===== src/pkg/timer16_cc_regs.svh =====
`ifndef TIMER16_CC_REGS_SVH
`define TIMER16_CC_REGS_SVH
// Register byte offsets
`define OFS_MODE_CTRL   8'h00
`define OFS_CC_CTRL     8'h04
`define OFS_PRESCALE    8'h08
`define OFS_COUNT       8'h0C
`define OFS_PRIMARY_CC  8'h10
`define OFS_SECOND_CC   8'h14
`define OFS_STATUS      8'h18
`define OFS_IRQ_MASK    8'h1C
// Field positions, mode control
`define MC_OVF_BIT      0
`define MC_OUTREV_BIT   1
`define MC_OPEN_LO      2
`define MC_OPEN_HI      3
// Field positions, capture/compare control
`define CC_PRI_CAP_BIT  0
`define CC_TRIG_SEL_BIT 1
`define CC_SEC_CAP_BIT  2
// Field positions, edge selection
`define PS_PRI_ES_LO    4
`define PS_PRI_ES_HI    5
`define PS_SEC_ES_LO    6
`define PS_SEC_ES_HI    7
// Field positions, pulse control
`define PC_SET_BIT      0
`define PC_BYTE_BIT     1
// Reset values and counter constants
`define RST_BYTE        8'h00
`define RST_WORD        16'h0000
`define CNT_MAX         16'hFFFF
`define CNT_ONE         16'h0001
`endif


===== src/pkg/timer16_cc_pkg.sv =====
package timer16_cc_pkg;
	// Operation-enable field codes
	typedef enum logic [1:0] {
		OP_STOP      = 2'h0,
		OP_FREE      = 2'h1,
		OP_CLR_PIN   = 2'h2,
		OP_CLR_MATCH = 2'h3
	} op_mode_e;
	// Edge-select codes
	typedef enum logic [1:0] {
		EDGE_FALL = 2'h0,
		EDGE_RISE = 2'h1,
		EDGE_NONE = 2'h2,
		EDGE_BOTH = 2'h3
	} edge_sel_e;
	// APB slave phase
	typedef enum logic [1:0] {
		APB_IDLE   = 2'h0,
		APB_ACCESS = 2'h1,
		APB_DONE   = 2'h3
	} apb_state_e;
endpackage : timer16_cc_pkg


===== src/design/timer16_capture_compare.sv =====
// What this block does
// Software loads primary compare with 1..FFFF in interval/square/event modes.
// Secondary compare unused there; software masks secondary match interrupt.
// Free-run and clear-on-pin modes accept any 0..FFFF compare value.
// For pulse output software keeps secondary below primary.
// For one-shot software keeps the two compare values different.
// Compare value zero gives no match right after counting starts.
// Compare zero matches when count steps 0 to 1 after a clear.
// Primary captures on reverse primary phase or secondary edge per select bit.
// Primary edge code: 01 rise, 00 fall, 11 both; both gives no reverse capture.
// Secondary edge code: 01 rise, 00 fall, 11 both.
// Reverse-phase primary capture raises no primary interrupt.
// In reverse-phase mode a secondary edge only raises the primary interrupt.
// Primary capture on secondary edge always raises primary interrupt.
// Secondary captures on primary valid edge and raises secondary interrupt.
// Secondary capture ignores the primary trigger-select bit.
// Software rewrites mode control only to stop or clear overflow while running.
// Mode control takes bit or byte writes and resets to zero.
// Counting starts when enable is nonzero and stops when written 00.
// Enable: 00 stop/clear, 01 free, 10 clear on pin, 11 clear on match.
// Compare mode matches continuously; capture triggers ignored there.
// Overflow sets on FFFF to 0; clears by write zero or stop.
// Trigger pulses last two count clocks longer than the count period.
// Trigger pins synchronised before edge detection: one edge, one event.
//
// The APB register port and the register addresses were left to the implementer.
`timescale 1ns/1ps
`include "timer16_cc_regs.svh"
module timer16_capture_compare
	import timer16_cc_pkg::*;
(
	input  wire logic        i_clk_sys,
	input  wire logic        i_rstn,
	input  wire logic        i_count_en,
	input  wire logic        i_primary_trigger_pin,
	input  wire logic        i_secondary_trigger_pin,
	input  wire logic        i_psel,
	input  wire logic        i_penable,
	input  wire logic        i_pwrite,
	input  wire logic [7:0]  i_paddr,
	input  wire logic [31:0] i_pwdata,
	output logic      [31:0] o_prdata,
	output logic             o_pready,
	output logic             o_pslverr,
	output logic             o_primary_irq,
	output logic             o_secondary_irq,
	output logic             o_overflow
);
	// Register state
	logic [7:0]  timer_mode_control_q;
	logic [7:0]  cc_control_q;
	logic [7:0]  prescaler_mode_q;
	logic [15:0] count_reg_q;
	logic [15:0] primary_cc_reg_q;
	logic [15:0] secondary_cc_reg_q;
	logic [15:0] count_reg_d;
	logic        started_q;
	logic [1:0]  pri_sync_q;
	logic [1:0]  sec_sync_q;
	logic        pri_prev_q;
	logic        sec_prev_q;
	apb_state_e  apb_q;

	// Decoded fields
	op_mode_e  op_mode;
	edge_sel_e pri_es;
	edge_sel_e sec_es;
	logic      running;
	logic      pri_capture_mode;
	logic      sec_capture_mode;
	logic      trig_reverse;
	assign op_mode = op_mode_e'({timer_mode_control_q[`MC_OPEN_HI],
		timer_mode_control_q[`MC_OPEN_LO]});
	assign pri_es = edge_sel_e'({prescaler_mode_q[`PS_PRI_ES_HI],
		prescaler_mode_q[`PS_PRI_ES_LO]});
	assign sec_es = edge_sel_e'({prescaler_mode_q[`PS_SEC_ES_HI],
		prescaler_mode_q[`PS_SEC_ES_LO]});
	assign running          = (op_mode != OP_STOP);
	assign pri_capture_mode = cc_control_q[`CC_PRI_CAP_BIT];
	assign sec_capture_mode = cc_control_q[`CC_SEC_CAP_BIT];
	assign trig_reverse     = cc_control_q[`CC_TRIG_SEL_BIT];

	// Edge detection on the synchronised level only
	logic pri_lvl;
	logic sec_lvl;
	logic pri_rise;
	logic pri_fall;
	logic sec_rise;
	logic sec_fall;
	assign pri_lvl  = pri_sync_q[1];
	assign sec_lvl  = sec_sync_q[1];
	assign pri_rise = pri_lvl & ~pri_prev_q;
	assign pri_fall = ~pri_lvl & pri_prev_q;
	assign sec_rise = sec_lvl & ~sec_prev_q;
	assign sec_fall = ~sec_lvl & sec_prev_q;

	// Valid edges per selection
	logic pri_valid;
	logic pri_reverse;
	logic sec_valid;
	always_comb begin
		unique case (pri_es)
			EDGE_RISE: pri_valid = pri_rise;
			EDGE_FALL: pri_valid = pri_fall;
			EDGE_BOTH: pri_valid = pri_rise | pri_fall;
			default:   pri_valid = 1'b0;
		endcase
	end
	always_comb begin
		unique case (pri_es)
			EDGE_RISE: pri_reverse = pri_fall;
			EDGE_FALL: pri_reverse = pri_rise;
			default:   pri_reverse = 1'b0; // Both edges: reverse phase undefined
		endcase
	end
	always_comb begin
		unique case (sec_es)
			EDGE_RISE: sec_valid = sec_rise;
			EDGE_FALL: sec_valid = sec_fall;
			EDGE_BOTH: sec_valid = sec_rise | sec_fall;
			default:   sec_valid = 1'b0;
		endcase
	end

	// Count step and event terms
	logic tick;
	logic pri_match;
	logic sec_match;
	logic pri_cap;
	logic sec_cap;
	logic pri_ext_irq;
	logic clr_event;
	logic wrap;
	assign tick = running & i_count_en;
	// Zero compare: only the 0 to 1 step counts, and only after a clear or a wrap
	assign pri_match = tick & ~pri_capture_mode & started_q
		& (count_reg_q == primary_cc_reg_q);
	assign sec_match = tick & ~sec_capture_mode & started_q
		& (count_reg_q == secondary_cc_reg_q);
	assign pri_cap = running & pri_capture_mode
		& (trig_reverse ? pri_reverse : sec_valid);
	assign sec_cap = running & sec_capture_mode & pri_valid;
	assign pri_ext_irq = running & pri_capture_mode & trig_reverse & sec_valid;
	assign wrap = tick & (count_reg_q == `CNT_MAX);
	assign clr_event = ((op_mode == OP_CLR_PIN) & pri_valid)
		| ((op_mode == OP_CLR_MATCH) & pri_match);

	// APB decode
	logic       acc;
	logic       wr;
	logic       mapped;
	logic [7:0] wbyte;
	assign acc   = i_psel & i_penable & (apb_q == APB_ACCESS);
	assign wr    = i_psel & i_penable & i_pwrite & (apb_q == APB_DONE); // Lands with pready
	assign wbyte = i_pwdata[7:0];
	always_comb begin
		unique case (i_paddr)
			`OFS_MODE_CTRL, `OFS_CC_CTRL, `OFS_PRESCALE, `OFS_COUNT,
			`OFS_PRIMARY_CC, `OFS_SECOND_CC: mapped = 1'b1;
			default:                         mapped = 1'b0;
		endcase
	end

	// Counter next value
	always_comb begin
		count_reg_d = count_reg_q;
		if (!running) begin
			count_reg_d = `RST_WORD;
		end else if (clr_event) begin
			count_reg_d = `RST_WORD;
		end else if (tick) begin
			count_reg_d = count_reg_q + `CNT_ONE; // Wraps to zero
		end
	end

	// Counter register
	always_ff @(posedge i_clk_sys) begin
		if (!i_rstn) begin
			count_reg_q <= `RST_WORD;
		end else begin
			count_reg_q <= count_reg_d;
		end
	end

	// Match arms after first step or a clear; only the start step is skipped
	always_ff @(posedge i_clk_sys) begin
		if (!i_rstn || !running) begin
			started_q <= 1'b0;
		end else if (tick || clr_event) begin
			started_q <= 1'b1;
		end
	end

	// Trigger synchronisers and edge history
	always_ff @(posedge i_clk_sys) begin
		if (!i_rstn) begin
			pri_sync_q <= 2'h0;
			sec_sync_q <= 2'h0;
			pri_prev_q <= 1'b0;
			sec_prev_q <= 1'b0;
		end else begin
			pri_sync_q <= {pri_sync_q[0], i_primary_trigger_pin};
			sec_sync_q <= {sec_sync_q[0], i_secondary_trigger_pin};
			pri_prev_q <= pri_lvl;
			sec_prev_q <= sec_lvl;
		end
	end

	// Mode control: byte write; bit 0 written zero clears overflow
	always_ff @(posedge i_clk_sys) begin
		if (!i_rstn) begin
			timer_mode_control_q <= `RST_BYTE;
		end else begin
			if (wr && i_paddr == `OFS_MODE_CTRL) begin
				timer_mode_control_q[`MC_OPEN_HI:`MC_OUTREV_BIT] <= wbyte[3:1];
			end
			if (wrap) begin
				timer_mode_control_q[`MC_OVF_BIT] <= 1'b1; // set wins
			end else if (!running) begin
				timer_mode_control_q[`MC_OVF_BIT] <= 1'b0;
			end else if (wr && i_paddr == `OFS_MODE_CTRL) begin
				timer_mode_control_q[`MC_OVF_BIT] <= wbyte[`MC_OVF_BIT];
			end
		end
	end

	// Control registers written only while stopped
	always_ff @(posedge i_clk_sys) begin
		if (!i_rstn) begin
			cc_control_q     <= `RST_BYTE;
			prescaler_mode_q <= `RST_BYTE;
		end else if (wr && !running) begin
			if (i_paddr == `OFS_CC_CTRL) begin
				cc_control_q <= {5'h00, wbyte[2:0]};
			end
			if (i_paddr == `OFS_PRESCALE) begin
				prescaler_mode_q <= {wbyte[7:4], 4'h0};
			end
		end
	end

	// Capture/compare registers; capture outranks a software write
	always_ff @(posedge i_clk_sys) begin
		if (!i_rstn) begin
			primary_cc_reg_q   <= `RST_WORD;
			secondary_cc_reg_q <= `RST_WORD;
		end else begin
			if (pri_cap) begin
				primary_cc_reg_q <= count_reg_q;
			end else if (wr && i_paddr == `OFS_PRIMARY_CC) begin
				primary_cc_reg_q <= i_pwdata[15:0];
			end
			if (sec_cap) begin
				secondary_cc_reg_q <= count_reg_q;
			end else if (wr && i_paddr == `OFS_SECOND_CC) begin
				secondary_cc_reg_q <= i_pwdata[15:0];
			end
		end
	end

	// Interrupt pulses, one cycle each; overflow output is a registered copy of the flag level
	always_ff @(posedge i_clk_sys) begin
		if (!i_rstn) begin
			o_primary_irq   <= 1'b0;
			o_secondary_irq <= 1'b0;
			o_overflow      <= 1'b0;
		end else begin
			// Reverse-phase capture deliberately silent
			o_primary_irq <= pri_match | (pri_cap & ~trig_reverse) | pri_ext_irq;
			o_secondary_irq <= sec_match | sec_cap;
			o_overflow      <= timer_mode_control_q[`MC_OVF_BIT];
		end
	end

	// APB slave: one wait state, answer in the second access cycle
	always_ff @(posedge i_clk_sys) begin
		if (!i_rstn) begin
			apb_q     <= APB_IDLE;
			o_pready  <= 1'b0;
			o_pslverr <= 1'b0;
			o_prdata  <= 32'h0000_0000;
		end else begin
			o_pready  <= 1'b0;
			o_pslverr <= 1'b0;
			unique case (apb_q)
				APB_IDLE: begin
					if (i_psel && !i_penable) begin
						apb_q <= APB_ACCESS;
					end
				end
				APB_ACCESS: begin
					if (acc) begin
						apb_q     <= APB_DONE;
						o_pready  <= 1'b1;
						o_pslverr <= ~mapped;
						unique case (i_paddr)
							`OFS_MODE_CTRL:  o_prdata <= {24'h0, timer_mode_control_q};
							`OFS_CC_CTRL:    o_prdata <= {24'h0, cc_control_q};
							`OFS_PRESCALE:   o_prdata <= {24'h0, prescaler_mode_q};
							`OFS_COUNT:      o_prdata <= {16'h0, count_reg_q};
							`OFS_PRIMARY_CC: o_prdata <= {16'h0, primary_cc_reg_q};
							`OFS_SECOND_CC:  o_prdata <= {16'h0, secondary_cc_reg_q};
							default:         o_prdata <= 32'h0000_0000;
						endcase
					end else begin
						apb_q <= APB_IDLE;
					end
				end
				APB_DONE: apb_q <= APB_IDLE;
				default:  apb_q <= APB_IDLE;
			endcase
		end
	end
endmodule : timer16_capture_compare


===== config.mk =====
export PLATFORM = sky130hd
export DESIGN_NAME = timer16_capture_compare
export DESIGN_NICKNAME = d
export VERILOG_FILES = /design/src/pkg/timer16_cc_pkg.sv /design/src/design/timer16_capture_compare.sv
export VERILOG_INCLUDE_DIRS = /design/src /design/src/pkg
export SDC_FILE = /design/constraint.sdc
export NUM_CORES = 1
export LEC_CHECK = 0
export BUFFER_PORTS_ARGS = -buffer_cell sky130_fd_sc_hd__buf_2
export CORE_MARGIN = 2
export CORE_UTILIZATION = 49
export DETAILED_ROUTE_END_ITERATION = 16
export PLACE_DENSITY = 0.72
export SYNTH_ARGS = -nofsm -noshare
export SYNTH_HDL_FRONTEND = slang
export SYNTH_SLANG_ARGS = --single-unit

===== constraint.sdc =====
create_clock -name i_clk_sys -period 3 [get_ports i_clk_sys]
set_input_delay 0.3 -clock i_clk_sys [delete_from_list [all_inputs] [get_ports i_clk_sys]]
set_output_delay 0.3 -clock i_clk_sys [all_outputs]
set_load 0.1 [all_outputs]

# == Yosys cells after proc, flatten, opt, wreduce, memory -nomap -nowiden ==
# Index checks and enable logic that the tools add are counted.
# classes
add_sub_neg,1
shifts,0
eq_ne,18
n_bitwise,41
div_mod_pow,0
reduce_logical,24
n_mux,17
order_cmp,0
mul,0
# ops
op,count
$pmux W16 S6,1
$mux W16,4
$eq A16 B16 Y1,2
$and A1 B1 Y1,25
$add A16 B1 Y16 const B,1
$eq A16 B16 Y1 const B,1
$eq A8 B4 Y1 const B,2
$eq A8 B5 Y1 const B,2
$eq A2 B2 Y1 const B,5
$not A1 Y1,10
$eq A8 B3 Y1 const B,1
$logic_not A8 Y1,1
$reduce_and A2 Y1,4
$eq A2 B1 Y1 const B,3
$logic_not A2 Y1,3
$mux W1,6
$or A1 B1 Y1,6
$pmux W1 S3,2
$reduce_bool A2 Y1,3
$reduce_or A6 Y1,1
$logic_and A1 B1 Y1,5
$mux W2,2
$pmux W2 S2,1
$logic_not A1 Y1,3
other kinds (6),7
# word_totals
n_memories,0
output_inout_bits,37
register_bits,105
elab_cells,120
latchBits,0
in_bits,48
ramBits,0
mem_bits_ro,0

# == Logic depth before layout (Yosys ltp) ==
# Gate-level depths: netlist (run 1).
# logic_depth
ltp_word,9
ltp_mapped,8
ltp_nobuf,7

# == Least setup slack after synthesis (run 1) ==
# OpenSTA, ideal clock, no wires.
# synth_path
path_type,in2reg
start,in i_paddr[6]
end,reg primary_cc_reg_q[0]
path_buffers,2
path_slack_ns,0.801
stages,7
t_required_ns,2.926
arrival_time_ns,2.125
cell_sequence,or4_4 buf_6 or4_4 nor3_4 buf_6 nand2_1 a31oi_1
# synth_between
elab_chain_len,3
# synth_lines
item,line_no,source
"start, declared",timer16_capture_compare.sv:40,"input wire logic [7:0] i_paddr,"
$eq A8 B5 Y1,-,
$logic_and A1 B1 Y1 (no line),-,
$reduce_bool A2 Y1 (no line),-,
"end signal, assigned",timer16_capture_compare.sv:245,primary_cc_reg_q <= `RST_WORD;
"end signal, assigned",timer16_capture_compare.sv:249,primary_cc_reg_q <= count_reg_q;
"end signal, assigned",timer16_capture_compare.sv:251,primary_cc_reg_q <= i_pwdata[15:0];
"end, declared",timer16_capture_compare.sv:54,logic [15:0] primary_cc_reg_q;
# Every way passes these cells.
# A chain may end at the register's enable or synchronous reset.

# == Final worst setup path (run 1) ==
# layout_path
start,reg count_reg_q[6]
end,reg count_reg_q[11]
# layout_between
elab_chain_len,5
# layout_lines
item,line_no,source
"start, declared",timer16_capture_compare.sv:53,logic [15:0] count_reg_q;
"start signal, assigned",timer16_capture_compare.sv:179,count_reg_q <= `RST_WORD;
"start signal, assigned",timer16_capture_compare.sv:181,count_reg_q <= count_reg_d;
$eq A16 B16 Y1,timer16_capture_compare.sv:137,& (count_reg_q == primary_cc_reg_q);
$and A1 B1 Y1,timer16_capture_compare.sv:137,
$and A1 B1 Y1,timer16_capture_compare.sv:146,| ((op_mode == OP_CLR_MATCH) & pri_match);
$or A1 B1 Y1,timer16_capture_compare.sv:146,
$reduce_or A3 Y1 (no line),-,
# Parallel ways exist; a longest one is shown, timed or not.

==> Flow_metrics.wiki, run 1 <==
{| class="wikitable"
! Metric !! Value
|-
| Fraction of registers with async set or reset after synthesis || 0%
|-
| Proportion of layout cells with a drive suffix above 1 || 15.9%
|-
| CP required || 3.25 ns
|-
| CTS Buffer Depth || 2
|-
| Final worst path period share || 68.3%
|-
| Power density over cell area || 442 nW/um^2
|-
| Insertion delay of the later-clocked pin in the worst-skew pair || 0.37 ns
|-
| Post-layout min period || 2.05 ns
|-
| Total of warnings raised by yosys || 0
|-
| Die Height || 102 um
|-
| Total count of max-transition violations in the final report || 0
|-
| Upper clock frequency limit || 0.488 GHz
|-
| Vias per Instance || 5.77
|-
| Total negative setup slack || 0 ns
|-
| Final ANT Viol Nets || 0
|-
| Combined area of all synthesized cells || 4680 sq um
|-
| Count of buffers added by post-CTS timing repair for setup || 0
|-
| Resize count post-CTS || 0
|-
| Cell taking the most area after synthesis || sky130_fd_sc_hd__dfxtp_1
|-
| Register-to-Register Setup Slack || 0.95 ns
|-
| Setup violations, final || 0
|-
| GRT Resource Usage Total || 24.6%
|-
| Cell with the most instances after synthesis || sky130_fd_sc_hd__dfxtp_1
|-
| Boundary Pins || 85
|-
| Clock skew || 0.0159 ns
|-
| Largest net degree at the start of global routing || 41
|-
| First-pass GRT wire length || 19700 um
|-
| Run status || finished, final reports clean
|-
| Placed inst area || 4930 sq um
|-
| End of the worst hold path || pri_sync_q[0]$_SDFF_PN0_
|-
| Worst Hold Depth || 2
|-
| Post-detailed-placement half-perimeter wirelength || 8570 um
|-
| Final net count || 621
|-
| Unrepaired setup endpoints after global routing || no
|-
| Worst reg2reg endpoint || count_reg_q[11]$_SDFFE_PP0N_
|-
| Flop and latch count out of synthesis || 89
|-
| Final Hold Violating Endpoints || 0
|-
| Worst ir drop on vdd || 0.199 mV
|-
| CTS Buf Count || 9
|-
| Worst slack at placement || 0.647 ns
|-
| Chip width || 102 um
|-
| Number of global-route vias before repair || 3933
|-
| Slew of the pin with the lowest slew margin || 0.829 ns
|-
| Relative max-transition margin || 44.6%
|-
| Cell types occupying the most area after synthesis || sky130_fd_sc_hd__dfxtp_1 (38%), sky130_fd_sc_hd__mux2i_1 (8.3%), sky130_fd_sc_hd__xor2_1 (6.6%)
|-
| Effective utilization at floorplan || 50.6%
|-
| # H-tree levels || 3
|-
| Number of antenna violations at the first check in global routing || 0
|-
| Port buffer count || 52
|-
| Clock slew seen by the registers of the worst setup and hold paths || 0.10 ns
|-
| First-pass iteration count of the detailed router || 7
|-
| Via count || 4054
|-
| Overall routed net length || 12200 um
|-
| Worst Path Arrival || 2.30 ns
|-
| Number of unique standard cell types used by synthesis || 52
|-
| Kind of start point of the critical path || flip-flop
|-
| Overflow left after global routing || 0
|-
| Site Rows || 35
|-
| Count of flip-flops with a built-in enable after synthesis || 0
|-
| Share of the yosys chip area belonging to registers || 38.1%
|-
| Number of cells produced by synthesis || 538
|-
| TritonCTS clock tree || built
|-
| Reg2reg start || count_reg_q[6]$_SDFFE_PP0N_
|-
| Leakage power figure || 2.12 nW
|-
| Post-DR wirelength/cell || 17.4 um
|-
| Least setup slack across all paths after layout || 0.951 ns
|-
| Hold Crit Class || primary input to flip-flop
|-
| Number of buffers inserted by hold repair at cts || 0
|-
| DRC || 0
|-
| Initial DRC Count || 284
|-
| Max Cap Viol || 0
|-
| Mean post-synth cell area || 8.70 sq um
|-
| Area overhead of the layout relative to synthesis || 9.90%
|-
| Clock net sink count || 89
|-
| Area inside the core boundary || 9240 sq um
|-
| N_diodes || 0
|-
| Most common flop cell mapped by yosys || sky130_fd_sc_hd__dfxtp_1
|-
| Maximum fanout encountered on the critical timing path || 16
|-
| Clock Root Buffer || sky130_fd_sc_hd__clkbuf_8
|-
| Share of Yosys cell area claimed by the top area cell type || 38.1%
|-
| Final Wtd Congestion || 0.883
|-
| Endpoint kind of the worst setup timing path || flip-flop
|-
| Worst Reg2Reg Path Length in Cells || 6
|-
| Hold wc startpoint || i_primary_trigger_pin
|-
| Final standard cell area without fillers || 5140 sq um
|-
| Total die area || 10300 sq um
|-
| Kind of critical path || flip-flop to flip-flop
|-
| Synth top cells by count || sky130_fd_sc_hd__dfxtp_1 (89), sky130_fd_sc_hd__nor2_1 (62), sky130_fd_sc_hd__nand2_1 (46)
|}
layout make-up:
class                           instances  area, sq um
Tap cell                              129          161
Clock inverter                          6         72.6
Sequential cell                        89         1780
Timing Repair Buffer                   63          343
Fill cell                             866         4100
Multi-Input combinational cell        391         2590
Clock buffer                           10          138
Inverter                               14         52.6
power by group:
group          leakage, nW  total (mW)  switching (mW)  internal [mW]
Sequential           0.718        1.19         0.00198           1.18
Combinational         1.29       0.194           0.159         0.0355
Clock                0.110       0.890           0.468          0.422
cell families (layout without fill, tap and decap cells):
kind of cell               count (synthesis)  count (layout)  synth area share, %
and+or+nand+nor                          172             172                 18.2
AOI/OAI and AO/OA                        111             111                 16.7
DFF                                       89              89                 38.1
buffers and inverters                     73              93                 7.84
xor gates and xnor gates                  45              45                 8.42
muxes                                     42              42                 9.31
adders and majority gates                  5               5                 1.34
other                                      1              16               0.0802
worst max-delay path, stage by stage (launching register included):
cell and delay (ns):
sky130_fd_sc_hd__dfxtp_1 0.53, sky130_fd_sc_hd__inv_1 0.14, sky130_fd_sc_hd__a2111oi_0 0.42, sky130_fd_sc_hd__o2111ai_1 0.20
sky130_fd_sc_hd__o311ai_1 0.30, sky130_fd_sc_hd__buf_4 0.27, sky130_fd_sc_hd__nor2_1 0.07
placed cells by master (no fill, tap or decap), drive strengths merged, types with 3 or more instances in the layout:
cell type	n
nand3	7
inv	18
ha	5
nor2	62
o21ai	22
dfxtp	89
and2	8
and3	4
a2bb2oi	9
nand2b	4
nand4	11
clkbuf	10
a22o	16
or2	3
a22oi	10
xnor2	10
nor4	9
a21oi	3
xor2	35
a31oi	16
nand2	46
a211oi	16
buf	63
conb	16
nor3	6
o22ai	7
mux2i	39
nor2b	4
registers in the layout, indices dropped and copies added, names as in the netlist:
name / flops
pri_sync_q: 2
cc_control_q: 3
o_overflow: 1
o_pready: 1
o_prdata: 16
sec_sync_q: 2
count_reg_q: 16
started_q: 1
o_secondary_irq: 1
o_pslverr: 1
o_primary_irq: 1
pri_prev_q: 1
secondary_cc_reg_q: 16
prescaler_mode_q: 4
sec_prev_q: 1
timer_mode_control_q: 4
primary_cc_reg_q: 16
apb_q: 2
metrics by stage:
stage / hold slack (ns) / total power [mW] / std cells / utilization, %
6_report: 0.127 / 2.27 / 702 / 55.6
5_1_grt: 0.128 / 2.34 / 702 / 55.6
4_1_cts: 0.122 / 2.28 / 702 / 55.6
3_5_place_dp: 0.417 / 1.41 / 686 / 53.4
3_3_place_gp: 0.414 / 1.40 / 686 / 53.4
2_1_floorplan: 0.412 / 1.37 / 553 / -
layer usage:
| layer | global-route usage, % | vias to the layer above | wire length (um) |
|---|---|---|---|
| met2 | 40.3 | 147 | 5800 |
| met4 | 8.94 | 0 | 279 |
| met3 | 5.52 | 26 | 841 |
| li1 | - | 1931 | - |
| met1 | 31.8 | 1950 | 5290 |
| met5 | 0 | - | 0 |
how the worst max path moves through the flow:
stage	start	to	slack (ns)
after floorplan	i_paddr[6]	primary_cc_reg_q[0]$_SDFFE_PN0P_	0.80
after global placement	i_paddr[6]	prescaler_mode_q[5]$_SDFFE_PN0P_	0.71
after detailed placement	i_paddr[6]	prescaler_mode_q[5]$_SDFFE_PN0P_	0.65
after CTS	count_reg_q[6]$_SDFFE_PP0N_	count_reg_q[11]$_SDFFE_PP0N_	0.97
after global routing	count_reg_q[6]$_SDFFE_PP0N_	count_reg_q[5]$_SDFFE_PP0N_	0.86
final	count_reg_q[6]$_SDFFE_PP0N_	count_reg_q[11]$_SDFFE_PP0N_	0.95
Power figures use the tool's default switching activity.
==> run 2, diff against run 1 <==
- clock period: 3 -> 1.95 ns (I/O delays scaled with it)
==> Flow_metrics.wiki, run 2 (same netlist as run 1, synthesis figures left out) <==
{| class="wikitable"
! Metric !! Value
|-
| Run status || finished, final reports clean
|-
| DRC || 0 (unchanged)
|-
| Kind of critical path || flip-flop to flip-flop
|-
| Final standard cell area without fillers || 5380 sq um (+4.6%)
|-
| Worst reg2reg endpoint || count_reg_q[6]$_SDFFE_PP0N_
|-
| CP Cell Sequence || xor2_1 > nor4_1 > nand3_1 > o311ai_2 > buf_6 > nor2_1
|-
| Register-to-Register Setup Slack || 0.11 ns (-0.84 ns)
|-
| Chip width || 102 um (unchanged)
|-
| Maximum fanout encountered on the critical timing path || 16 (unchanged)
|-
| Final worst path period share || 94.3% (+26 points)
|-
| Upper clock frequency limit || 0.544 GHz (+11%)
|-
| Total die area || 10300 sq um (unchanged)
|-
| Vias per Instance || 5.70 (-1.4%)
|-
| Most frequent cells in the layout || sky130_fd_sc_hd__dfxtp_1 (89), sky130_fd_sc_hd__nor2_1 (62), sky130_fd_sc_hd__buf_2 (52), sky130_fd_sc_hd__nand2_1 (46), sky130_fd_sc_hd__mux2i_1 (39)
|-
| Proportion of layout cells with a drive suffix above 1 || 19.5% (+3.6 points)
|-
| Endpoint kind of the worst setup timing path || flip-flop
|-
| Hold wc startpoint || i_primary_trigger_pin
|-
| Max Cap Viol || 0 (unchanged)
|-
| Clock skew || 0.0165 ns (+0.000659 ns)
|-
| Number of fillers in the final layout || 808 (-6.7%)
|-
| Final Hold Violating Endpoints || 0 (unchanged)
|-
| Number of buffers inserted by hold repair at cts || 0 (unchanged)
|-
| Die Height || 102 um (unchanged)
|-
| Cell depth of the worst setup path || 6 (unchanged)
|-
| First-pass GRT wire length || 20300 um (+3.3%)
|-
| Slew of the pin with the lowest slew margin || 0.926 ns (+0.0969 ns)
|-
| # H-tree levels || 3 (unchanged)
|-
| Number of cells in the design after placement || 709 (+3.4%)
|-
| Worst path slowest cell || sky130_fd_sc_hd__nor4_1
|-
| Insertion delay of the later-clocked pin in the worst-skew pair || 0.36 ns (about the same)
|-
| GRT Resource Usage Total || 25.1% (+0.49 points)
|-
| Power density over cell area || 636 nW/um^2 (+44%)
|-
| Initial DRC Count || 257 (-9.5%)
|-
| Worst Hold Depth || 2 (unchanged)
|-
| Delay-heaviest family, CP || simple AND/OR/NAND/NOR gates
|-
| Final ANT Viol Nets || 0 (unchanged)
|-
| Leakage power figure || 2.25 nW (+6.2%)
|-
| CTS Buffer Depth || 2 (unchanged)
|-
| Post-detailed-placement half-perimeter wirelength || 8950 um (+4.4%)
|-
| Port buffer count || 52 (unchanged)
|-
| Number of antenna violations at the first check in global routing || 0 (unchanged)
|-
| Worst ir drop on vdd || 0.331 mV (+66%)
|-
| Post-layout min period || 1.84 ns (-0.210 ns)
|-
| Clock slew seen by the registers of the worst setup and hold paths || 0.10 ns (about the same)
|-
| Post-DR wirelength/cell || 17.3 um (-0.40%)
|-
| Worst Reg2Reg Path Length in Cells || 6 (unchanged)
|-
| Reg2reg start || primary_cc_reg_q[12]$_SDFFE_PN0P_
|-
| Area inside the core boundary || 9240 sq um (unchanged)
|-
| Relative max-transition margin || 38.2% (-6.5 points)
|-
| Hold Crit Class || primary input to flip-flop
|-
| Final Wtd Congestion || 0.924 (+4.6%)
|-
| Effective utilization at floorplan || 50.6% (unchanged)
|-
| CP max stage delay || 0.37 ns (-0.16 ns)
|-
| Pwr Total || 3.42 mW (+51%)
|-
| End of the worst hold path || pri_sync_q[0]$_SDFF_PN0_
|-
| TritonCTS clock tree || built
|-
| Overall routed net length || 12600 um (+2.9%)
|-
| Unrepaired setup endpoints after global routing || no
|-
| Kind of start point of the critical path || flip-flop
|-
| Number of global-route vias before repair || 4017 (+2.1%)
|-
| Worst Hold Slack || 0.0361 ns (-0.0912 ns)
|-
| Final net count || 645 (+3.9%)
|-
| Overflow left after global routing || 0 (unchanged)
|-
| Least setup slack across all paths after layout || 0.111 ns (-0.840 ns)
|-
| Area overhead of the layout relative to synthesis || 15.0%
|-
| Non-filler instance count after layout || 725 (+3.3%)
|-
| Total count of max-transition violations in the final report || 0 (unchanged)
|-
| Placed inst area || 5160 sq um (+4.7%)
|-
| Site Rows || 35 (unchanged)
|-
| Largest net degree at the start of global routing || 41 (unchanged)
|-
| N_diodes || 0 (unchanged)
|-
| Setup violations, final || 0 (unchanged)
|-
| Buffers plus inverters on the worst setup path || 1 (-1)
|-
| Total negative setup slack || 0 ns (unchanged)
|-
| Clock Root Buffer || sky130_fd_sc_hd__clkbuf_8
|-
| Most common library cell in the layout ignoring fill and taps || sky130_fd_sc_hd__dfxtp_1
|-
| CP required || 2.20 ns (-1.05 ns)
|-
| First-pass iteration count of the detailed router || 5 (-2)
|-
| Worst Path Arrival || 2.09 ns (-0.21 ns)
|-
| CTS Buf Count || 9 (unchanged)
|-
| Via count || 4130 (+1.9%)
|-
| Worst slack at placement || -0.189 ns (-0.836 ns)
|-
| Clock net sink count || 89 (unchanged)
|-
| Boundary Pins || 85 (unchanged)
|-
| End-of-flow core utilization || 58.2% (+2.6 points)
|}
==> run 2: how the worst max path moves through the flow <==
stage	startpoint	to	slack, ns
after floorplan	i_paddr[6]	primary_cc_reg_q[0]$_SDFFE_PN0P_	-0.14
final	primary_cc_reg_q[12]$_SDFFE_PN0P_	count_reg_q[6]$_SDFFE_PP0N_	0.11
after detailed placement	i_paddr[6]	primary_cc_reg_q[10]$_SDFFE_PN0P_	-0.19
after global routing	primary_cc_reg_q[12]$_SDFFE_PN0P_	count_reg_q[9]$_SDFFE_PP0N_	0.008
after CTS	pri_sync_q[1]$_SDFF_PN0_	secondary_cc_reg_q[5]$_SDFFE_PN0P_	0.02
after global placement	i_paddr[6]	timer_mode_control_q[1]$_SDFFE_PN0P_	-0.15
==> run 2: area by class of cell <==
type	instances	area (sq um)	share of cell area (%)
well taps	129	161	3.00
multi-input cells	391	2610	48.5
clock buffers	11	141	2.63
clock inverters	4	53.8	1.00
repair buffers	87	577	10.7
flip-flops and latches	89	1780	33.1
inverters	14	52.6	0.977
==> run 2: repair_timing <==
action / 4_1_cts / 5_1_grt
resized for setup: 0 / 5
endpoints found under the setup margin: 0 / 32
hold endpoints to repair: 0 / 0
buffers inserted: 0 / 1
==> run 2: layer usage <==
metal	track usage, %	up-vias	wire length, um
li1	-	1974	-
met1	32.8	1991	5560
met2	42.2	145	6020
met3	4.07	20	741
met4	8.42	0	238
met5	0	-	0
==> run 2: power breakdown <==
group          switching (mW)  total, mW  internal (mW)
clock                   0.666       1.29          0.624
combinational           0.247      0.304         0.0569
sequential            0.00305       1.83           1.82
total                   0.917       3.42           2.50
==> run 2: worst register-to-register path, stage by stage (launching register included) <==
cell and delay, ns:
sky130_fd_sc_hd__dfxtp_1 0.36, sky130_fd_sc_hd__xor2_1 0.17, sky130_fd_sc_hd__nor4_1 0.37, sky130_fd_sc_hd__nand3_1 0.21, sky130_fd_sc_hd__o311ai_2 0.34, sky130_fd_sc_hd__buf_6 0.22
sky130_fd_sc_hd__nor2_1 0.07
